### config.mk
export PLATFORM = sky130hd
export DESIGN_NAME = bus_master_cycle_sequencer
export DESIGN_NICKNAME = d
export VERILOG_FILES = /design/src/rtl/bus_seq_pkg.sv /design/src/rtl/bus_master_cycle_sequencer.sv /design/src/rtl/cycle_timer.sv
export SDC_FILE = /design/constraint.sdc
export NUM_CORES = 1
export LEC_CHECK = 0
export BUFFER_PORTS_ARGS = -buffer_cell sky130_fd_sc_hd__buf_4
export CORE_UTILIZATION = 46
export CTS_BUF_LIST = sky130_fd_sc_hd__clkbuf_8
export CTS_CLUSTER_SIZE = 20
export DETAILED_ROUTE_END_ITERATION = 7
export PLACE_DENSITY = 0.91
export SYNTH_ARGS = -nofsm -noshare
export SYNTH_HDL_FRONTEND = slang
export SYNTH_HIERARCHICAL = 1
export SYNTH_SLANG_ARGS = --single-unit
### constraint.sdc
create_clock -name clock -period 3.14 [get_ports clock]
set_input_delay 0.471 -clock clock [delete_from_list [all_inputs] [get_ports clock]]
set_output_delay 0.471 -clock clock [all_outputs]
set_load 0.01 [all_outputs]
### src/rtl/bus_seq_pkg.sv
// Shared constants and types for the bus cycle sequencer
package bus_seq_pkg;
  // Clock and interval lengths in ns
  localparam int CLK_PERIOD_NS = 25;
  localparam int SETTLE_NS = 200;
  localparam int REPLY_TIMEOUT_NS = 10000;
  localparam int DATA_DESKEW_NS = 125;
  localparam int SYNC_RELEASE_NS = 75;
  localparam int END_CYCLE_NS = 200;
  // Least times round up, the reply timeout is a longest time and rounds down
  localparam int SETTLE_CYC = (SETTLE_NS + CLK_PERIOD_NS - 1) / CLK_PERIOD_NS;
  localparam int REPLY_TIMEOUT_CYC = REPLY_TIMEOUT_NS / CLK_PERIOD_NS;
  localparam int DATA_DESKEW_CYC = (DATA_DESKEW_NS + CLK_PERIOD_NS - 1) / CLK_PERIOD_NS;
  localparam int SYNC_RELEASE_CYC = (SYNC_RELEASE_NS + CLK_PERIOD_NS - 1) / CLK_PERIOD_NS;
  localparam int END_CYCLE_CYC = (END_CYCLE_NS + CLK_PERIOD_NS - 1) / CLK_PERIOD_NS;
  localparam int TIMER_W = 16;
  // Register byte offsets
  localparam logic [7:0] OFS_CONTROL = 8'h00;
  localparam logic [7:0] OFS_COMMAND = 8'h04;
  localparam logic [7:0] OFS_FIRST_STATUS = 8'h08;
  localparam logic [7:0] OFS_SECOND_STATUS = 8'h0C;
  // Control register fields
  localparam int CTL_FN_LSB = 0;
  localparam int CTL_HOLD_BIT = 2;
  localparam int CTL_SINGLE_BIT = 3;
  localparam int CTL_BUSB_BIT = 4;
  localparam int CTL_W = 5;
  localparam logic [CTL_W-1:0] CONTROL_RESET = 5'h00;
  // Command register strobes
  localparam int CMD_START_BIT = 0;
  localparam int CMD_CLEAR_BIT = 1;
  // Status fields
  localparam int FCS_BUSY_BIT = 0;
  localparam int FCS_OWNER_BIT = 1;
  localparam int FCS_ERROR_BIT = 14;
  localparam int SCS_NXM_BIT = 11;
  // Function codes
  localparam logic [1:0] FN_WRITE = 2'h0;
  localparam logic [1:0] FN_WRITE_CHECK = 2'h1;
  localparam logic [1:0] FN_READ = 2'h2;
  // Sequencer states
  typedef enum logic [2:0] {ST_IDLE, ST_SETTLE, ST_REPLY, ST_DESKEW, ST_RELEASE, ST_END} seq_state_e;
endpackage

### src/rtl/bus_master_cycle_sequencer.sv
// Memory cycle sequencer acting as a bus master, with an AHB-Lite register port
`timescale 1ns/1ps
module bus_master_cycle_sequencer
  import bus_seq_pkg::*;
(
  // Clock and reset
  input wire logic clock,
  input wire logic rst,
  // AHB-Lite slave
  input wire logic hsel,
  input wire logic [31:0] haddr,
  input wire logic [1:0] htrans,
  input wire logic hwrite,
  input wire logic [2:0] hsize,
  input wire logic [31:0] hwdata,
  input wire logic hready,
  output logic hreadyout,
  output logic hresp,
  output logic [31:0] hrdata,
  // System bus handshake
  input wire logic slave_sync,
  output logic master_sync,
  output logic address_drive_enable,
  output logic bus_busy,
  output logic bus_owner_flag,
  output logic sel_ack,
  output logic busy_release,
  output logic buffer_load_strobe,
  // Queue state and error inputs
  input wire logic input_ready,
  input wire logic output_ready,
  input wire logic bus_parity_error,
  input wire logic compare_mismatch_error,
  input wire logic word_count_overflow,
  input wire logic exception_stop
);

  ////////////////////////////////////////////////////////////////////////////
  // Declarations

  seq_state_e state_ff, nxt_state; // Cycle phase
  logic sync1_ff, sync2_ff; // Slave sync synchroniser
  logic master_sync_ff, nxt_master_sync;
  logic addr_en_ff, nxt_addr_en;
  logic busy_ff, nxt_busy;
  logic owner_ff, nxt_owner;
  logic sel_ack_ff, nxt_sel_ack;
  logic release_ff, nxt_release; // Busy release pulse
  logic strobe_ff, nxt_strobe; // Buffer load pulse
  logic second_ff, nxt_second; // Second-transfer flag
  logic next_ff, nxt_next; // Another-transfer flag
  logic nonexistent_memory_flag, nxt_nxm;
  logic transfer_error_bit, nxt_terr;
  logic tmr_load; // Timer reload this cycle
  logic [TIMER_W-1:0] tmr_val;
  logic tmr_expired;
  logic reply_seen; // Synchronised slave sync
  logic is_read, hold_active, word_ready, free_bus;
  // Register port state
  logic [CTL_W-1:0] control_ff, nxt_control;
  logic wr_pend_ff, nxt_wr_pend;
  logic [7:0] wr_addr_ff, nxt_wr_addr;
  logic [31:0] rdata_ff, nxt_rdata;
  logic start_cmd, error_clear_strobe;

  ////////////////////////////////////////////////////////////////////////////
  // Slave sync crossing and derived terms

  // Slave sync comes from a pin, so two flops before use
  always_ff @(posedge clock or posedge rst) begin
    if (rst) begin
      sync1_ff <= 1'b0;
      sync2_ff <= 1'b0;
    end else begin
      sync1_ff <= slave_sync;
      sync2_ff <= sync1_ff;
    end
  end

  assign reply_seen = sync2_ff;
  assign is_read = (control_ff[CTL_FN_LSB +: 2] == FN_READ);
  // Hold only counts on bus two without the single option
  assign hold_active = control_ff[CTL_HOLD_BIT] & control_ff[CTL_BUSB_BIT] & ~control_ff[CTL_SINGLE_BIT];
  // Write fills the input side, other functions drain the output side
  assign word_ready = (control_ff[CTL_FN_LSB +: 2] == FN_WRITE) ? input_ready : output_ready;
  // Errors always end ownership, even in hold mode
  assign free_bus = second_ff | ~next_ff | bus_parity_error | compare_mismatch_error;

  ////////////////////////////////////////////////////////////////////////////
  // Phase timer

  cycle_timer #(.W(TIMER_W)) u_timer (
    .clock(clock),
    .rst(rst),
    .load(tmr_load),
    .load_val(tmr_val),
    .expired(tmr_expired)
  );

  ////////////////////////////////////////////////////////////////////////////
  // Cycle sequencer next state

  always_comb begin
    nxt_state = state_ff;
    nxt_master_sync = master_sync_ff;
    nxt_addr_en = addr_en_ff;
    nxt_busy = busy_ff;
    nxt_owner = owner_ff;
    nxt_sel_ack = sel_ack_ff;
    nxt_release = 1'b0;
    nxt_strobe = 1'b0;
    nxt_second = second_ff;
    nxt_next = next_ff;
    nxt_nxm = nonexistent_memory_flag;
    nxt_terr = transfer_error_bit;
    tmr_load = 1'b0;
    tmr_val = '0;
    // Software clear first, so a same-cycle error still sets
    if (error_clear_strobe) begin
      nxt_nxm = 1'b0;
      nxt_terr = 1'b0;
    end
    unique case (state_ff)
      ST_IDLE: begin
        // Start raises the acknowledge, next cycle takes the bus
        if (start_cmd) begin
          nxt_sel_ack = 1'b1;
        end
        if (sel_ack_ff) begin
          nxt_sel_ack = 1'b0;
          nxt_owner = 1'b1;
          nxt_busy = 1'b1;
          nxt_addr_en = 1'b1;
          tmr_load = 1'b1;
          tmr_val = TIMER_W'(SETTLE_CYC - 1);
          nxt_state = ST_SETTLE;
        end
      end
      ST_SETTLE: begin
        // Address settles first; wait for last reply to drop
        if (tmr_expired && !reply_seen) begin
          nxt_master_sync = 1'b1;
          tmr_load = 1'b1;
          tmr_val = TIMER_W'(REPLY_TIMEOUT_CYC - 1);
          nxt_state = ST_REPLY;
        end
      end
      ST_REPLY: begin
        if (reply_seen) begin
          // Reply cancels the timeout outright
          tmr_load = 1'b1;
          if (is_read) begin
            tmr_val = TIMER_W'(SYNC_RELEASE_CYC - 1);
            nxt_state = ST_RELEASE;
          end else begin
            tmr_val = TIMER_W'(DATA_DESKEW_CYC - 1);
            nxt_state = ST_DESKEW;
          end
        end else if (tmr_expired) begin
          // No reply in time: memory missing
          nxt_nxm = 1'b1;
          nxt_terr = 1'b1;
          tmr_load = 1'b1;
          if (is_read) begin
            tmr_val = TIMER_W'(SYNC_RELEASE_CYC - 1);
            nxt_state = ST_RELEASE;
          end else begin
            tmr_val = TIMER_W'(DATA_DESKEW_CYC - 1);
            nxt_state = ST_DESKEW;
          end
        end
      end
      ST_DESKEW: begin
        if (tmr_expired) begin
          tmr_load = 1'b1;
          tmr_val = TIMER_W'(SYNC_RELEASE_CYC - 1);
          nxt_state = ST_RELEASE;
        end
      end
      ST_RELEASE: begin
        // Address and busy stay up through this phase
        if (tmr_expired) begin
          tmr_load = 1'b1;
          tmr_val = TIMER_W'(END_CYCLE_CYC - 1);
          nxt_addr_en = 1'b0;
          nxt_state = ST_END;
        end
      end
      ST_END: begin
        if (tmr_expired) begin
          if (free_bus) begin
            // Last cycle: give the bus back
            nxt_busy = 1'b0;
            nxt_owner = 1'b0;
            nxt_release = 1'b1;
            nxt_state = ST_IDLE;
          end else begin
            // Launch the next cycle of the sequence
            nxt_addr_en = 1'b1;
            tmr_load = 1'b1;
            tmr_val = TIMER_W'(SETTLE_CYC - 1);
            nxt_state = ST_SETTLE;
          end
        end
      end
    endcase
    // Release start: sync off, flags clocked, buffer strobe
    if (nxt_state == ST_RELEASE && state_ff != ST_RELEASE) begin
      nxt_master_sync = 1'b0;
      nxt_strobe = 1'b1;
      if (control_ff[CTL_SINGLE_BIT] || transfer_error_bit) begin
        nxt_second = 1'b1;
      end else if (hold_active) begin
        nxt_second = 1'b0; // Held clear in hold, no toggling
      end else begin
        nxt_second = ~second_ff;
      end
      nxt_next = hold_active | word_ready;
    end
    // Out of ownership or on hard errors the flag is held set
    if (!owner_ff || nonexistent_memory_flag || word_count_overflow || exception_stop) begin
      nxt_second = 1'b1;
    end
    // Other errors also mark a transfer error
    if (bus_parity_error || compare_mismatch_error) begin
      nxt_terr = 1'b1;
    end
  end

  // Sequencer registers
  always_ff @(posedge clock or posedge rst) begin
    if (rst) begin
      state_ff <= ST_IDLE;
      master_sync_ff <= 1'b0;
      addr_en_ff <= 1'b0;
      busy_ff <= 1'b0;
      owner_ff <= 1'b0;
      sel_ack_ff <= 1'b0;
      release_ff <= 1'b0;
      strobe_ff <= 1'b0;
      second_ff <= 1'b1;
      next_ff <= 1'b0;
      nonexistent_memory_flag <= 1'b0;
      transfer_error_bit <= 1'b0;
    end else begin
      state_ff <= nxt_state;
      master_sync_ff <= nxt_master_sync;
      addr_en_ff <= nxt_addr_en;
      busy_ff <= nxt_busy;
      owner_ff <= nxt_owner;
      sel_ack_ff <= nxt_sel_ack;
      release_ff <= nxt_release;
      strobe_ff <= nxt_strobe;
      second_ff <= nxt_second;
      next_ff <= nxt_next;
      nonexistent_memory_flag <= nxt_nxm;
      transfer_error_bit <= nxt_terr;
    end
  end

  ////////////////////////////////////////////////////////////////////////////
  // AHB-Lite register port

  // Zero-wait slave: read data prepared in the address phase
  always_comb begin
    logic take;
    take = hsel & htrans[1] & hready;
    nxt_wr_pend = take & hwrite;
    nxt_wr_addr = take ? haddr[7:0] : wr_addr_ff;
    nxt_rdata = rdata_ff;
    nxt_control = control_ff;
    start_cmd = 1'b0;
    error_clear_strobe = 1'b0;
    if (take && !hwrite) begin
      nxt_rdata = 32'h0000_0000; // Unmapped and command read as zero
      unique case (haddr[7:0])
        OFS_CONTROL: nxt_rdata[CTL_W-1:0] = control_ff;
        OFS_FIRST_STATUS: begin
          nxt_rdata[FCS_BUSY_BIT] = busy_ff;
          nxt_rdata[FCS_OWNER_BIT] = owner_ff;
          nxt_rdata[FCS_ERROR_BIT] = transfer_error_bit;
        end
        OFS_SECOND_STATUS: nxt_rdata[SCS_NXM_BIT] = nonexistent_memory_flag;
        default: ;
      endcase
    end
    // Data phase of a write
    if (wr_pend_ff) begin
      if (wr_addr_ff == OFS_CONTROL) begin
        nxt_control = hwdata[CTL_W-1:0];
      end
      if (wr_addr_ff == OFS_COMMAND) begin
        start_cmd = hwdata[CMD_START_BIT];
        error_clear_strobe = hwdata[CMD_CLEAR_BIT];
      end
    end
  end

  // Register port flops
  always_ff @(posedge clock or posedge rst) begin
    if (rst) begin
      control_ff <= CONTROL_RESET;
      wr_pend_ff <= 1'b0;
      wr_addr_ff <= 8'h00;
      rdata_ff <= 32'h0000_0000;
    end else begin
      control_ff <= nxt_control;
      wr_pend_ff <= nxt_wr_pend;
      wr_addr_ff <= nxt_wr_addr;
      rdata_ff <= nxt_rdata;
    end
  end

  // Never stalls, never errors
  assign hreadyout = 1'b1;
  assign hresp = 1'b0;
  assign hrdata = rdata_ff;
  assign master_sync = master_sync_ff;
  assign address_drive_enable = addr_en_ff;
  assign bus_busy = busy_ff;
  assign bus_owner_flag = owner_ff;
  assign sel_ack = sel_ack_ff;
  assign busy_release = release_ff;
  assign buffer_load_strobe = strobe_ff;
endmodule // bus_master_cycle_sequencer

### src/rtl/cycle_timer.sv
// Loadable down counter that times each phase of a memory cycle
`timescale 1ns/1ps
module cycle_timer
  import bus_seq_pkg::*;
#(
  parameter int W = TIMER_W
) (
  // Clock and reset
  input wire logic clock,
  input wire logic rst,
  // Control
  input wire logic load,
  input wire logic [W-1:0] load_val,
  // Count has reached zero
  output logic expired
);
  logic [W-1:0] count_ff; // Cycles left
  logic [W-1:0] nxt_count;

  // Reload wins, otherwise count down to zero and hold
  always_comb begin
    nxt_count = count_ff;
    if (load) begin
      nxt_count = load_val;
    end else if (count_ff != '0) begin
      nxt_count = count_ff - 1'b1;
    end
  end

  always_ff @(posedge clock or posedge rst) begin
    if (rst) begin
      count_ff <= '0;
    end else begin
      count_ff <= nxt_count;
    end
  end

  assign expired = (count_ff == '0);
endmodule // cycle_timer

==> impl_metrics.yaml, run 1 <==
sta:
  post-route-min-period_ns: 2.90
  fin_setup_tns_ns: 0
  maxClockFrequency_mhz: 344
  grt_setup_unrepaired: "no"
  timing.final.crit_share_pct: 92.5
  max_slew.worst_pin.slew_ns: 0.776
  timing_max_transition_violations_final: 0
  finalClockSkew_ns: 0.00885
  hold_viol_final: 0
  report.final.setup_viol: 0
  slew_headroom_pct: 47.8
clock_tree:
  postCtsHoldBufs: 0
  cts.path.max_buffers: 2
  cts-buffers-inserted: 5
  cts_setup_buffers: 0
  cts_tree: "built"
  clkSinkCount: 52
  cts_resized: 0
  htree_levels: 2
  clock_insertion_delay_worst_skew_ns: 0.30
  ctsRootBufferMaster: "sky130_fd_sc_hd__clkbuf_8"
  clk_pin_slew_ns: 0.10
place:
  routabilityCongestion: 0.918
  post-dp-hpwl_um: 4610
  number_of_placed_instances_with_taps_included: 438
  io_buffers: 39
worst_setup_path:
  worst_setup_path_start_kind: "flop"
  path_delay_family: "simple AND/OR/NAND/NOR gates"
  crit_buf_inv: 2
  cp.required_ns: 3.38
  timing.critical_path.arrival_ns: 3.14
  kind_of_capture_point_of_the_worst_setup_path: "flop"
  max_stage_delay_ns: 0.45
  timing.setup.critical_path_class: "reg2reg"
  worstPathCellList: "inv_1, ha_1, nor4b_1, and4_1, or2b_1, nor3_2, o221ai_2, a2111oi_4, buf_4, mux2i_1"
  worst-path-max-fanout: 10
  critical_path.slowest_cell: "sky130_fd_sc_hd__and4_1"
drt:
  remaining_drc_errors: 0
  num_vias: 2446
  routed_wirelength_um: 6290
  detail_route.vias_per_cell: 5.48
  drt-wirelength-per-cell_um: 14.1
  drtIter0Drc: 265
  drt_first_pass_iters: 5
  route.antenna.remaining_nets: 0
yosys:
  dominantRegCellSynth: "sky130_fd_sc_hd__dfrtp_1"
  synth_top_area_cell: "sky130_fd_sc_hd__dfrtp_1"
  synthCells: 319
  synth_cell_types: 65
  synth_warnings: 6
  synth-seq-cells: 52
  synth-seq-area-share_pct: 42.3
  synthesis.area_per_instance_um2: 9.64
  asyncSetResetFlopFracSynth_pct: 100
  edff_count_synth: 0
  synth.area.top_cells: "sky130_fd_sc_hd__dfrtp_1 41%, sky130_fd_sc_hd__buf_4 7.1%, sky130_fd_sc_hd__mux2_2 5.1%, sky130_fd_sc_hd__nand2_1 3.5%, sky130_fd_sc_hd__nor2_1 3.4%"
  synthDominantCellAreaShare_pct: 41.5
  mappedNetlistArea_mm2: 0.00308
grt:
  antenna_found_initial: 0
  grt_first_pass_wirelength_um: 10900
  grt_use_total_pct: 18.8
  globalRouteOverflowTotal: 0
  pin_count_of_the_biggest_net_entering_global_routing: 37
  first_global_vias: 2362
die:
  dieArea_mm2: 0.00702
  floorplan.initialDensity_pct: 48.2
  rows: 29
  overall_die_width_um: 83.8
  placeableCoreArea_mm2: 0.00639
  floorplan.die.height_um: 83.8
  ios: 122
job:
  cap_viol_max_count: 0
finish:
  drive_above_1_share_pct: 23.6
  multiInputGateArea_mm2: 0.00159
  syn_to_final_growth_pct: 13.5
  nets: 451
  nFillCells: 555
  stdcell_count: 446
  diodes: 0
  register_area_mm2: 0.00130
pwr:
  vdd.ir_drop.worst_uv: 361
  total_leakage_power_nw: 1.58
  fin_total_pwr_mw: 2.75
  pwr_density_cell_mw_per_mm2: 787
worst_hold_path:
  worst_hold_path_type: "in2async"
outcome:
  status: "complete, no violations"
## report_power, final
part	internal [mW]	switching [mW]
clock	0.156	0.227
combinational	0.599	0.704
sequential	0.834	0.230
## state kept, by name, summed over array words and instances (netlist names)
signal,count
address_drive_enable,1
buffer_load_strobe,1
bus_owner_flag,1
busy_release,1
control_ff,5
hrdata,7
master_sync,1
next_ff,1
nonexistent_memory_flag,1
reply_seen,1
second_ff,1
sel_ack,1
state_ff,3
sync1_ff,1
transfer_error_bit,1
u_timer/count_ff,16
wr_addr_ff,8
wr_pend_ff,1
## synthesized netlist by cell type (all sizes together) (2+ instances only)
cell / n
nand4: 2
buf: 33
nor3b: 3
nor2: 28
o21ai: 14
clkbuf: 10
nor4: 6
a31oi: 5
or4: 4
nor2b: 3
nand4b: 3
xnor2: 6
nand2b: 6
xor2: 4
inv: 10
dfrtp: 51
ha: 2
nand2: 29
o22a: 3
mux2i: 5
nand3: 5
conb: 2
nor3: 10
mux2: 15
a22o: 8
or4b: 2
nor4b: 4
o31ai: 8
a21oi: 7
or3: 5
nand3b: 2
## metal layers
layer  global-route usage [%]  part of all wire, %
met5                        0                    0
met4                     4.01                 0.78
met3                     3.07                  4.6
met2                     31.0                   50
met1                     26.1                   45
## final timing paths
| path | startpoint | endpoint | slack, ns | cells after the start |
|---|---|---|---|---|
| min | rst | u_timer/count_ff[3]$_DFFE_PP0P_ | 0.25 | 2 |
| min in group clock | slave_sync | sync1_ff$_DFF_PP0_ | 0.28 | 1 |
| max reg2reg | u_timer/count_ff[0]$_DFFE_PP0P_ | second_ff$_DFFE_PP1P_ | 0.24 | 10 |
| max | u_timer/count_ff[0]$_DFFE_PP0P_ | second_ff$_DFFE_PP1P_ | 0.24 | 10 |
| max in group asynchronous | rst | u_timer/count_ff[15]$_DFFE_PP0P_ | 2.48 | 2 |
| min reg2reg | sync1_ff$_DFF_PP0_ | reply_seen$_DFF_PP0_ | 0.36 | 0 |
## logic make-up after synthesis
family	synth area share, %
xor+xnor	2.85
other cells	0.244
flops	42.3
compound gates	14.8
simple gates	21.3
buf+inv	10.5
mux	7.24
fa+ha+maj	0.813
## through the flow
step / util, % / setup slack (ns) / instance area [µm²] / hold WS [ns]
after floorplan: - / 0.0538 / 3210 / 0.331
after global placement: 53.3 / 0.317 / 3400 / 0.333
after detailed placement: 53.3 / 0.251 / 3400 / 0.337
after CTS: 54.7 / 0.239 / 3490 / 0.270
after global routing: 54.7 / 0.00861 / 3490 / 0.268
final: 54.7 / 0.236 / 3490 / 0.251
## layout make-up
class | instances | share of cell area [%]
Sequential cell | 52 | 37.3
Clock inverter | 3 | 0.573
Clock buffer | 5 | 1.97
Timing Repair Buffer | 50 | 10.7
Tap cell | 77 | 2.76
Multi-Input combinational cell | 248 | 45.5
Inverter | 11 | 1.18
## layout by cell type, fill, tap and decap left out, types with 11 or more instances in the layout
cell,instances
sky130_fd_sc_hd__o21ai_0,12
sky130_fd_sc_hd__buf_4,50
sky130_fd_sc_hd__nand2_1,29
sky130_fd_sc_hd__mux2_2,14
sky130_fd_sc_hd__dfrtp_1,51
sky130_fd_sc_hd__inv_1,11
sky130_fd_sc_hd__nor2_1,28
sky130_fd_sc_hd__conb_1,37
No activity file was read; power rests on OpenSTA's default activity.
==> inputs of run 2 (changes only) <==
--- a/config.mk
+++ b/config.mk
@@ -11,6 +11,7 @@
 export CTS_CLUSTER_SIZE = 20
 export DETAILED_ROUTE_END_ITERATION = 7
 export PLACE_DENSITY = 0.91
+export SLEW_MARGIN = 30
 export SYNTH_ARGS = -nofsm -noshare
 export SYNTH_HDL_FRONTEND = slang
 export SYNTH_HIERARCHICAL = 1
==> constraint.sdc (replaced) <==
create_clock -name clock -period 3.14 [get_ports clock]
set_input_delay 0.628 -clock clock [delete_from_list [all_inputs] [get_ports clock]]
set_output_delay 0.628 -clock clock [all_outputs]
set_load 0.01 [all_outputs]
==> impl_metrics.yaml, run 2 (same netlist as run 1, synthesis figures left out) <==
outcome:
  status: "complete, no violations"
drt:
  routed_wirelength_um: 6470
  wl_met1_um: 2750
  num_vias: 2444
  routed.top_layer: "met4"
  met2RoutedLength_um: 3310
  amount_of_wire_on_met3_after_detailed_routing_um: 349
  drtIter0Drc: 252
  drt-wirelength-per-cell_um: 14.5
  detail_route.vias_per_cell: 5.48
  remaining_drc_errors: 0
  drt_first_pass_iters: 4
  route.antenna.remaining_nets: 0
worst_setup_path:
  r2r_start: "u_timer/count_ff[0]$_DFFE_PP0P_"
  setup_crit_start: "u_timer/count_ff[0]$_DFFE_PP0P_"
  kind_of_capture_point_of_the_worst_setup_path: "flop"
  timing.setup.critical_path_class: "reg2reg"
  cp.required_ns: 3.34
  worst-path-max-fanout: 8
  timing.critical_path.arrival_ns: 3.16
  worst_setup_path_start_kind: "flop"
place:
  post-dp-hpwl_um: 4740
  routabilityCongestion: 0.911
  io_buffers: 39
  place_ws_ns: 0.220
  number_of_placed_instances_with_taps_included: 438
pwr:
  p_int_mw: 1.67
  total_leakage_power_nw: 1.60
  pwr_density_cell_mw_per_mm2: 806
  pwr-share-comb_pct: 45.9
  power_frac_clock_pct: 16.4
  power.share.switching_pct: 41.0
  p_seq_share_pct: 37.7
  power.net_switching_mw: 1.16
  vdd.ir_drop.worst_uv: 399
finish:
  max_reg_flops: 16
  diodes: 0
  syn_to_final_growth_pct: 14.3
  mostFrequentLayoutCells: "51 x sky130_fd_sc_hd__dfrtp_1, 50 x sky130_fd_sc_hd__buf_4, 37 x sky130_fd_sc_hd__conb_1, 29 x sky130_fd_sc_hd__nand2_1, 28 x sky130_fd_sc_hd__nor2_1"
  drive_above_1_share_pct: 23.6
  register_containing_the_most_flip_flops_in_the_final_layout: "u_timer/count_ff"
  nets: 451
  stdcell_count: 446
  final_common_cell: "sky130_fd_sc_hd__dfrtp_1"
clock_tree:
  cts_tree: "built"
  postCtsHoldBufs: 0
  clkSinkCount: 52
  htree_levels: 2
  clock_insertion_delay_worst_skew_ns: 0.31
  ctsRootBufferMaster: "sky130_fd_sc_hd__clkbuf_8"
  cts.path.max_buffers: 2
  clk_pin_slew_ns: 0.09
  cts_setup_buffers: 0
  cts_resized: 0
  cts-buffers-inserted: 5
grt:
  grt_use_total_pct: 19.5
  antenna_found_initial: 0
  grt_first_pass_wirelength_um: 11100
  pin_count_of_the_biggest_net_entering_global_routing: 37
  first_global_vias: 2393
  globalRouteOverflowTotal: 0
sta:
  slew_headroom_pct: 50.9
  final.setup.worst_slack_ns: 0.182
  timing.final.crit_share_pct: 94.2
  post-route-min-period_ns: 2.96
  worst_hold_margin_ns: 0.355
  maxClockFrequency_mhz: 338
  timing_max_transition_violations_final: 0
  hold_viol_final: 0
  finalClockSkew_ns: 0.0126
  max_slew.worst_pin.slew_ns: 0.730
  fin_setup_tns_ns: 0
  grt_setup_unrepaired: "no"
  report.final.setup_viol: 0
die:
  rows: 29
  floorplan.die.height_um: 83.8
  dieArea_mm2: 0.00702
  overall_die_width_um: 83.8
  floorplan.initialDensity_pct: 48.2
  ios: 122
  placeableCoreArea_mm2: 0.00639
worst_hold_path:
  worst_hold_path_type: "reg2reg"
  hp-start: "sync1_ff$_DFF_PP0_"
job:
  cap_viol_max_count: 0
==> run 2: cell count changes in the layout (fill, tap and decap cells not counted) <==
cell / delta
sky130_fd_sc_hd__bufinv_16: +1
sky130_fd_sc_hd__clkinv_4: -1
sky130_fd_sc_hd__clkinvlp_4: -1
sky130_fd_sc_hd__inv_6: +1
==> run 2: final timing paths <==
check	endpoint	slack, ns	cells past startpoint
max in group asynchronous	u_timer/count_ff[12]$_DFFE_PP0P_	2.34	2
worst min register to register	reply_seen$_DFF_PP0_	0.36	0
min in group asynchronous	u_timer/count_ff[4]$_DFFE_PP0P_	0.40	2
worst max-delay path	next_ff$_DFFE_PP0P_	0.18	9
worst max register to register	next_ff$_DFFE_PP0P_	0.18	9
worst min-delay path	reply_seen$_DFF_PP0_	0.36	0
==> run 2: area by class of cell <==
class	instances	area, µm²
multi-input cells	248	1590
flip-flops and latches	52	1300
inverters	11	41.3
clock inverters	3	42.5
well taps	77	96.3
fillers	525	2870
clock buffers	5	68.8
repair buffers	50	375
==> run 2: power groups by stage <==
stage          clock (mW)  sequential [mW]  combinational, mW
2_1_floorplan           0            0.960               1.11
3_3_place_gp            0             1.05               1.23
3_5_place_dp            0             1.06               1.29
4_1_cts             0.477             1.06               1.29
5_1_grt             0.498             1.09               1.43
6_report            0.464             1.07               1.30
==> run 2: critical path: stages (launching register included) <==
cell                        delay (ns)
sky130_fd_sc_hd__dfrtp_1          0.42
sky130_fd_sc_hd__inv_1            0.10
sky130_fd_sc_hd__ha_1             0.21
sky130_fd_sc_hd__nor4b_1          0.23
sky130_fd_sc_hd__and4_1           0.43
sky130_fd_sc_hd__or2b_1           0.31
sky130_fd_sc_hd__nor3_2           0.25
sky130_fd_sc_hd__o221ai_2         0.18
sky130_fd_sc_hd__a2111oi_4        0.40
sky130_fd_sc_hd__mux2_4           0.33
==> run 2: metrics by stage <==
stage / power, mW / util, % / cell area (µm²)
finish: 2.83 / 55.1 / 3520
global route: 3.03 / 55.1 / 3520
CTS: 2.82 / 55.1 / 3520
detailed placement: 2.35 / 53.3 / 3400
global placement: 2.28 / 53.3 / 3400
floorplan: 2.07 / - / 3210
==> run 2: routing by layer <==
layer	vias up	track usage, %
met4	0	4.93
met1	1173	25.4
met3	6	4.06
met2	92	33.1
met5	-	0
li1	1173	-
==> inputs of run 3 (changes only) <==
--- a/config.mk
+++ b/config.mk
@@ -5,6 +5,7 @@
 export SDC_FILE = /design/constraint.sdc
 export NUM_CORES = 1
 export LEC_CHECK = 0
+export ABC_AREA = 1
 export BUFFER_PORTS_ARGS = -buffer_cell sky130_fd_sc_hd__buf_4
 export CORE_UTILIZATION = 46
 export CTS_BUF_LIST = sky130_fd_sc_hd__clkbuf_8
==> constraint.sdc (replaced) <==
create_clock -name clock -period 2.7 [get_ports clock]
set_input_delay 0.54 -clock clock [delete_from_list [all_inputs] [get_ports clock]]
set_output_delay 0.54 -clock clock [all_outputs]
set_load 0.01 [all_outputs]
==> impl_metrics.yaml, run 3 <==
drt:
  num_vias: 2742
  detail_route.vias_per_cell: 4.89
  routed_wirelength_um: 6750
  route.antenna.remaining_nets: 0
  drtIter0Drc: 92
  drt_first_pass_iters: 4
  drt-wirelength-per-cell_um: 12.0
  remaining_drc_errors: 0
sta:
  final.setup.worst_slack_ns: 0.175
  finalClockSkew_ns: 0.00842
  timing.final.crit_share_pct: 93.5
  hold_viol_final: 0
  max_slew.worst_pin.slew_ns: 0.599
  slew_headroom_pct: 60.0
  timing_max_transition_violations_final: 0
  report.final.setup_viol: 0
  maxClockFrequency_mhz: 396
  worst_hold_margin_ns: 0.290
  post-route-min-period_ns: 2.52
  grt_setup_unrepaired: "no"
  fin_setup_tns_ns: 0
die:
  placeableCoreArea_mm2: 0.00676
  dieArea_mm2: 0.00733
  ios: 122
  overall_die_width_um: 85.6
  floorplan.die.height_um: 85.6
  floorplan.initialDensity_pct: 47.6
  rows: 30
yosys:
  synth-seq-cells: 52
  synthesis.area_per_instance_um2: 7.66
  synthSimpleGateAreaFrac_pct: 35.3
  post-synth-top-count-cell: "sky130_fd_sc_hd__nand2_1"
  muxShareOfSynthArea_pct: 0
  synth_top_family_by_area: "simple AND/OR/NAND/NOR gates"
  post_synth_fa_ha_maj_area_fraction_pct: 0.778
  synth_compound_gate_area_share_pct: 8.17
  synth_warnings: 6
  edff_count_synth: 0
  synth_top_area_cell: "sky130_fd_sc_hd__dfrtp_1"
  dominantRegCellSynth: "sky130_fd_sc_hd__dfrtp_1"
  synth.area.top_cells: "sky130_fd_sc_hd__dfrtp_1 40%, sky130_fd_sc_hd__nand2_1 13%, sky130_fd_sc_hd__buf_4 6.8%, sky130_fd_sc_hd__inv_1 5.5%, sky130_fd_sc_hd__nor2_1 4.8%"
  synth_cell_types: 43
  yosys.area_share.xor_xnor_pct: 1.63
  synthDominantCellAreaShare_pct: 39.7
  asyncSetResetFlopFracSynth_pct: 100
  synth_commonest_cells: "112 x sky130_fd_sc_hd__nand2_1, 51 x sky130_fd_sc_hd__dfrtp_1, 47 x sky130_fd_sc_hd__inv_1, 41 x sky130_fd_sc_hd__nor2_1, 29 x sky130_fd_sc_hd__buf_4"
  mappedNetlistArea_mm2: 0.00322
  synthCells: 420
  synth-seq-area-share_pct: 40.5
finish:
  post-route-util_pct: 54.9
  nets: 563
  final_common_cell: "sky130_fd_sc_hd__nand2_1"
  drive_above_1_share_pct: 21.0
  mostFrequentLayoutCells: "112 x sky130_fd_sc_hd__nand2_1, 51 x sky130_fd_sc_hd__dfrtp_1, 50 x sky130_fd_sc_hd__buf_4, 45 x sky130_fd_sc_hd__inv_1, 40 x sky130_fd_sc_hd__nor2_1"
  syn_to_final_growth_pct: 15.3
  max_reg_flops: 16
  diodes: 0
  register_containing_the_most_flip_flops_in_the_final_layout: "u_timer/count_ff"
worst_setup_path:
  timing.critical_path.arrival_ns: 2.74
  worst_setup_path_start_kind: "flop"
  cp.required_ns: 2.92
  timing.setup.critical_path_class: "reg2reg"
  worst-path-max-fanout: 9
  kind_of_capture_point_of_the_worst_setup_path: "flop"
pwr:
  total_leakage_power_nw: 1.95
  fin_total_pwr_mw: 3.18
  vdd.ir_drop.worst_uv: 411
  power_frac_clock_pct: 15.3
  p_int_mw: 1.75
  p_seq_share_pct: 36.6
  power.net_switching_mw: 1.43
  power.share.switching_pct: 45.1
  pwr-share-comb_pct: 48.1
  pwr_density_cell_mw_per_mm2: 857
place:
  place_ws_ns: -0.0350
  post-dp-hpwl_um: 5300
  routabilityCongestion: 0.858
  io_buffers: 39
clock_tree:
  clk_pin_slew_ns: 0.10
  clkSinkCount: 52
  cts.path.max_buffers: 2
  cts_tree: "built"
  cts-buffers-inserted: 5
  clock_insertion_delay_worst_skew_ns: 0.31
  ctsRootBufferMaster: "sky130_fd_sc_hd__clkbuf_8"
  htree_levels: 2
grt:
  antenna_found_initial: 0
  globalRouteOverflowTotal: 0
  grt_use_total_pct: 18.6
  pin_count_of_the_biggest_net_entering_global_routing: 37
  grt_first_pass_wirelength_um: 11000
  first_global_vias: 2607
worst_hold_path:
  worst_hold_path_type: "in2async"
outcome:
  status: "complete, no violations"
job:
  cap_viol_max_count: 0
## run 3: per-stage QoR
stage / instance area [µm²] / cells
after floorplan: 3350 / 455
after global placement: 3560 / 550
after detailed placement: 3560 / 550
after CTS: 3670 / 558
after global routing: 3710 / 561
final: 3710 / 561
## run 3: repair_timing
item / in CTS / in global routing
endpoints found under the setup margin: 5 / 15
buffers inserted: 0 / 3
hold buffers: 0 / 0
pin swaps: 0 / 1
resized for setup: 1 / 6
## run 3: power groups by stage
stage / Sequential [mW] / Combinational (mW) / Clock (mW)
after global routing: 1.19 / 1.72 / 0.530
final: 1.16 / 1.53 / 0.487
after CTS: 1.16 / 1.47 / 0.498
after global placement: 1.16 / 1.40 / 0
after floorplan: 1.12 / 1.23 / 0
after detailed placement: 1.17 / 1.46 / 0
## run 3: path summary, 6_finish.rpt
check | start | end | slack [ns] | cells past startpoint
setup / recovery | u_timer/count_ff[0]$_DFFE_PP0P_ | u_timer/count_ff[14]$_DFFE_PP0P_ | 0.18 | 14
hold / removal | rst | u_timer/count_ff[14]$_DFFE_PP0P_ | 0.29 | 2
setup reg to reg | u_timer/count_ff[0]$_DFFE_PP0P_ | u_timer/count_ff[14]$_DFFE_PP0P_ | 0.18 | 14
hold reg to reg | sync1_ff$_DFF_PP0_ | reply_seen$_DFF_PP0_ | 0.36 | 0
max in group asynchronous | rst | u_timer/count_ff[0]$_DFFE_PP0P_ | 2.01 | 2
min in group clock | slave_sync | sync1_ff$_DFF_PP0_ | 0.32 | 1
## run 3: metal layers
layer	wire (µm)	GRT usage [%]	share of wire, %	vias to the layer above
li1	-	-	-	1396
met1	2780	21.7	41	1270
met2	3630	35.1	54	66
met3	228	3.46	3.4	10
met4	115	4.85	1.7	0
met5	0	0	0	-
## run 3: final cells by class
| type | count | area (µm²) |
|---|---|---|
| Clock inverter | 3 | 33.8 |
| Timing Repair Buffer | 51 | 387 |
| Fill cell | 628 | 3050 |
| Clock buffer | 5 | 68.8 |
| Inverter | 50 | 190 |
| Multi-Input combinational cell | 320 | 1630 |
| Sequential cell | 52 | 1300 |
| Tap cell | 80 | 100 |
## run 3: cells by family (layout without fill, tap and decap cells)
| group | after synthesis | after routing |
|---|---|---|
| compound gates | 46 | 46 |
| xor+xnor | 6 | 6 |
| fa+ha+maj | 2 | 2 |
| buf+inv | 83 | 109 |
| flops | 52 | 52 |
| other cells | 2 | 37 |
| simple gates | 229 | 229 |
## run 3: critical path: stages, from the launching register on
cell and delay, ns:
sky130_fd_sc_hd__dfrtp_1 0.42, sky130_fd_sc_hd__inv_1 0.09, sky130_fd_sc_hd__ha_1 0.20, sky130_fd_sc_hd__nand3_2 0.15
sky130_fd_sc_hd__nor2_4 0.16, sky130_fd_sc_hd__nand3_2 0.11, sky130_fd_sc_hd__inv_2 0.12, sky130_fd_sc_hd__inv_1 0.12
sky130_fd_sc_hd__nor2_2 0.16, sky130_fd_sc_hd__a21oi_2 0.10, sky130_fd_sc_hd__a41oi_2 0.31, sky130_fd_sc_hd__inv_4 0.11
sky130_fd_sc_hd__or2_2 0.28, sky130_fd_sc_hd__nand2_1 0.07, sky130_fd_sc_hd__nor2_1 0.05
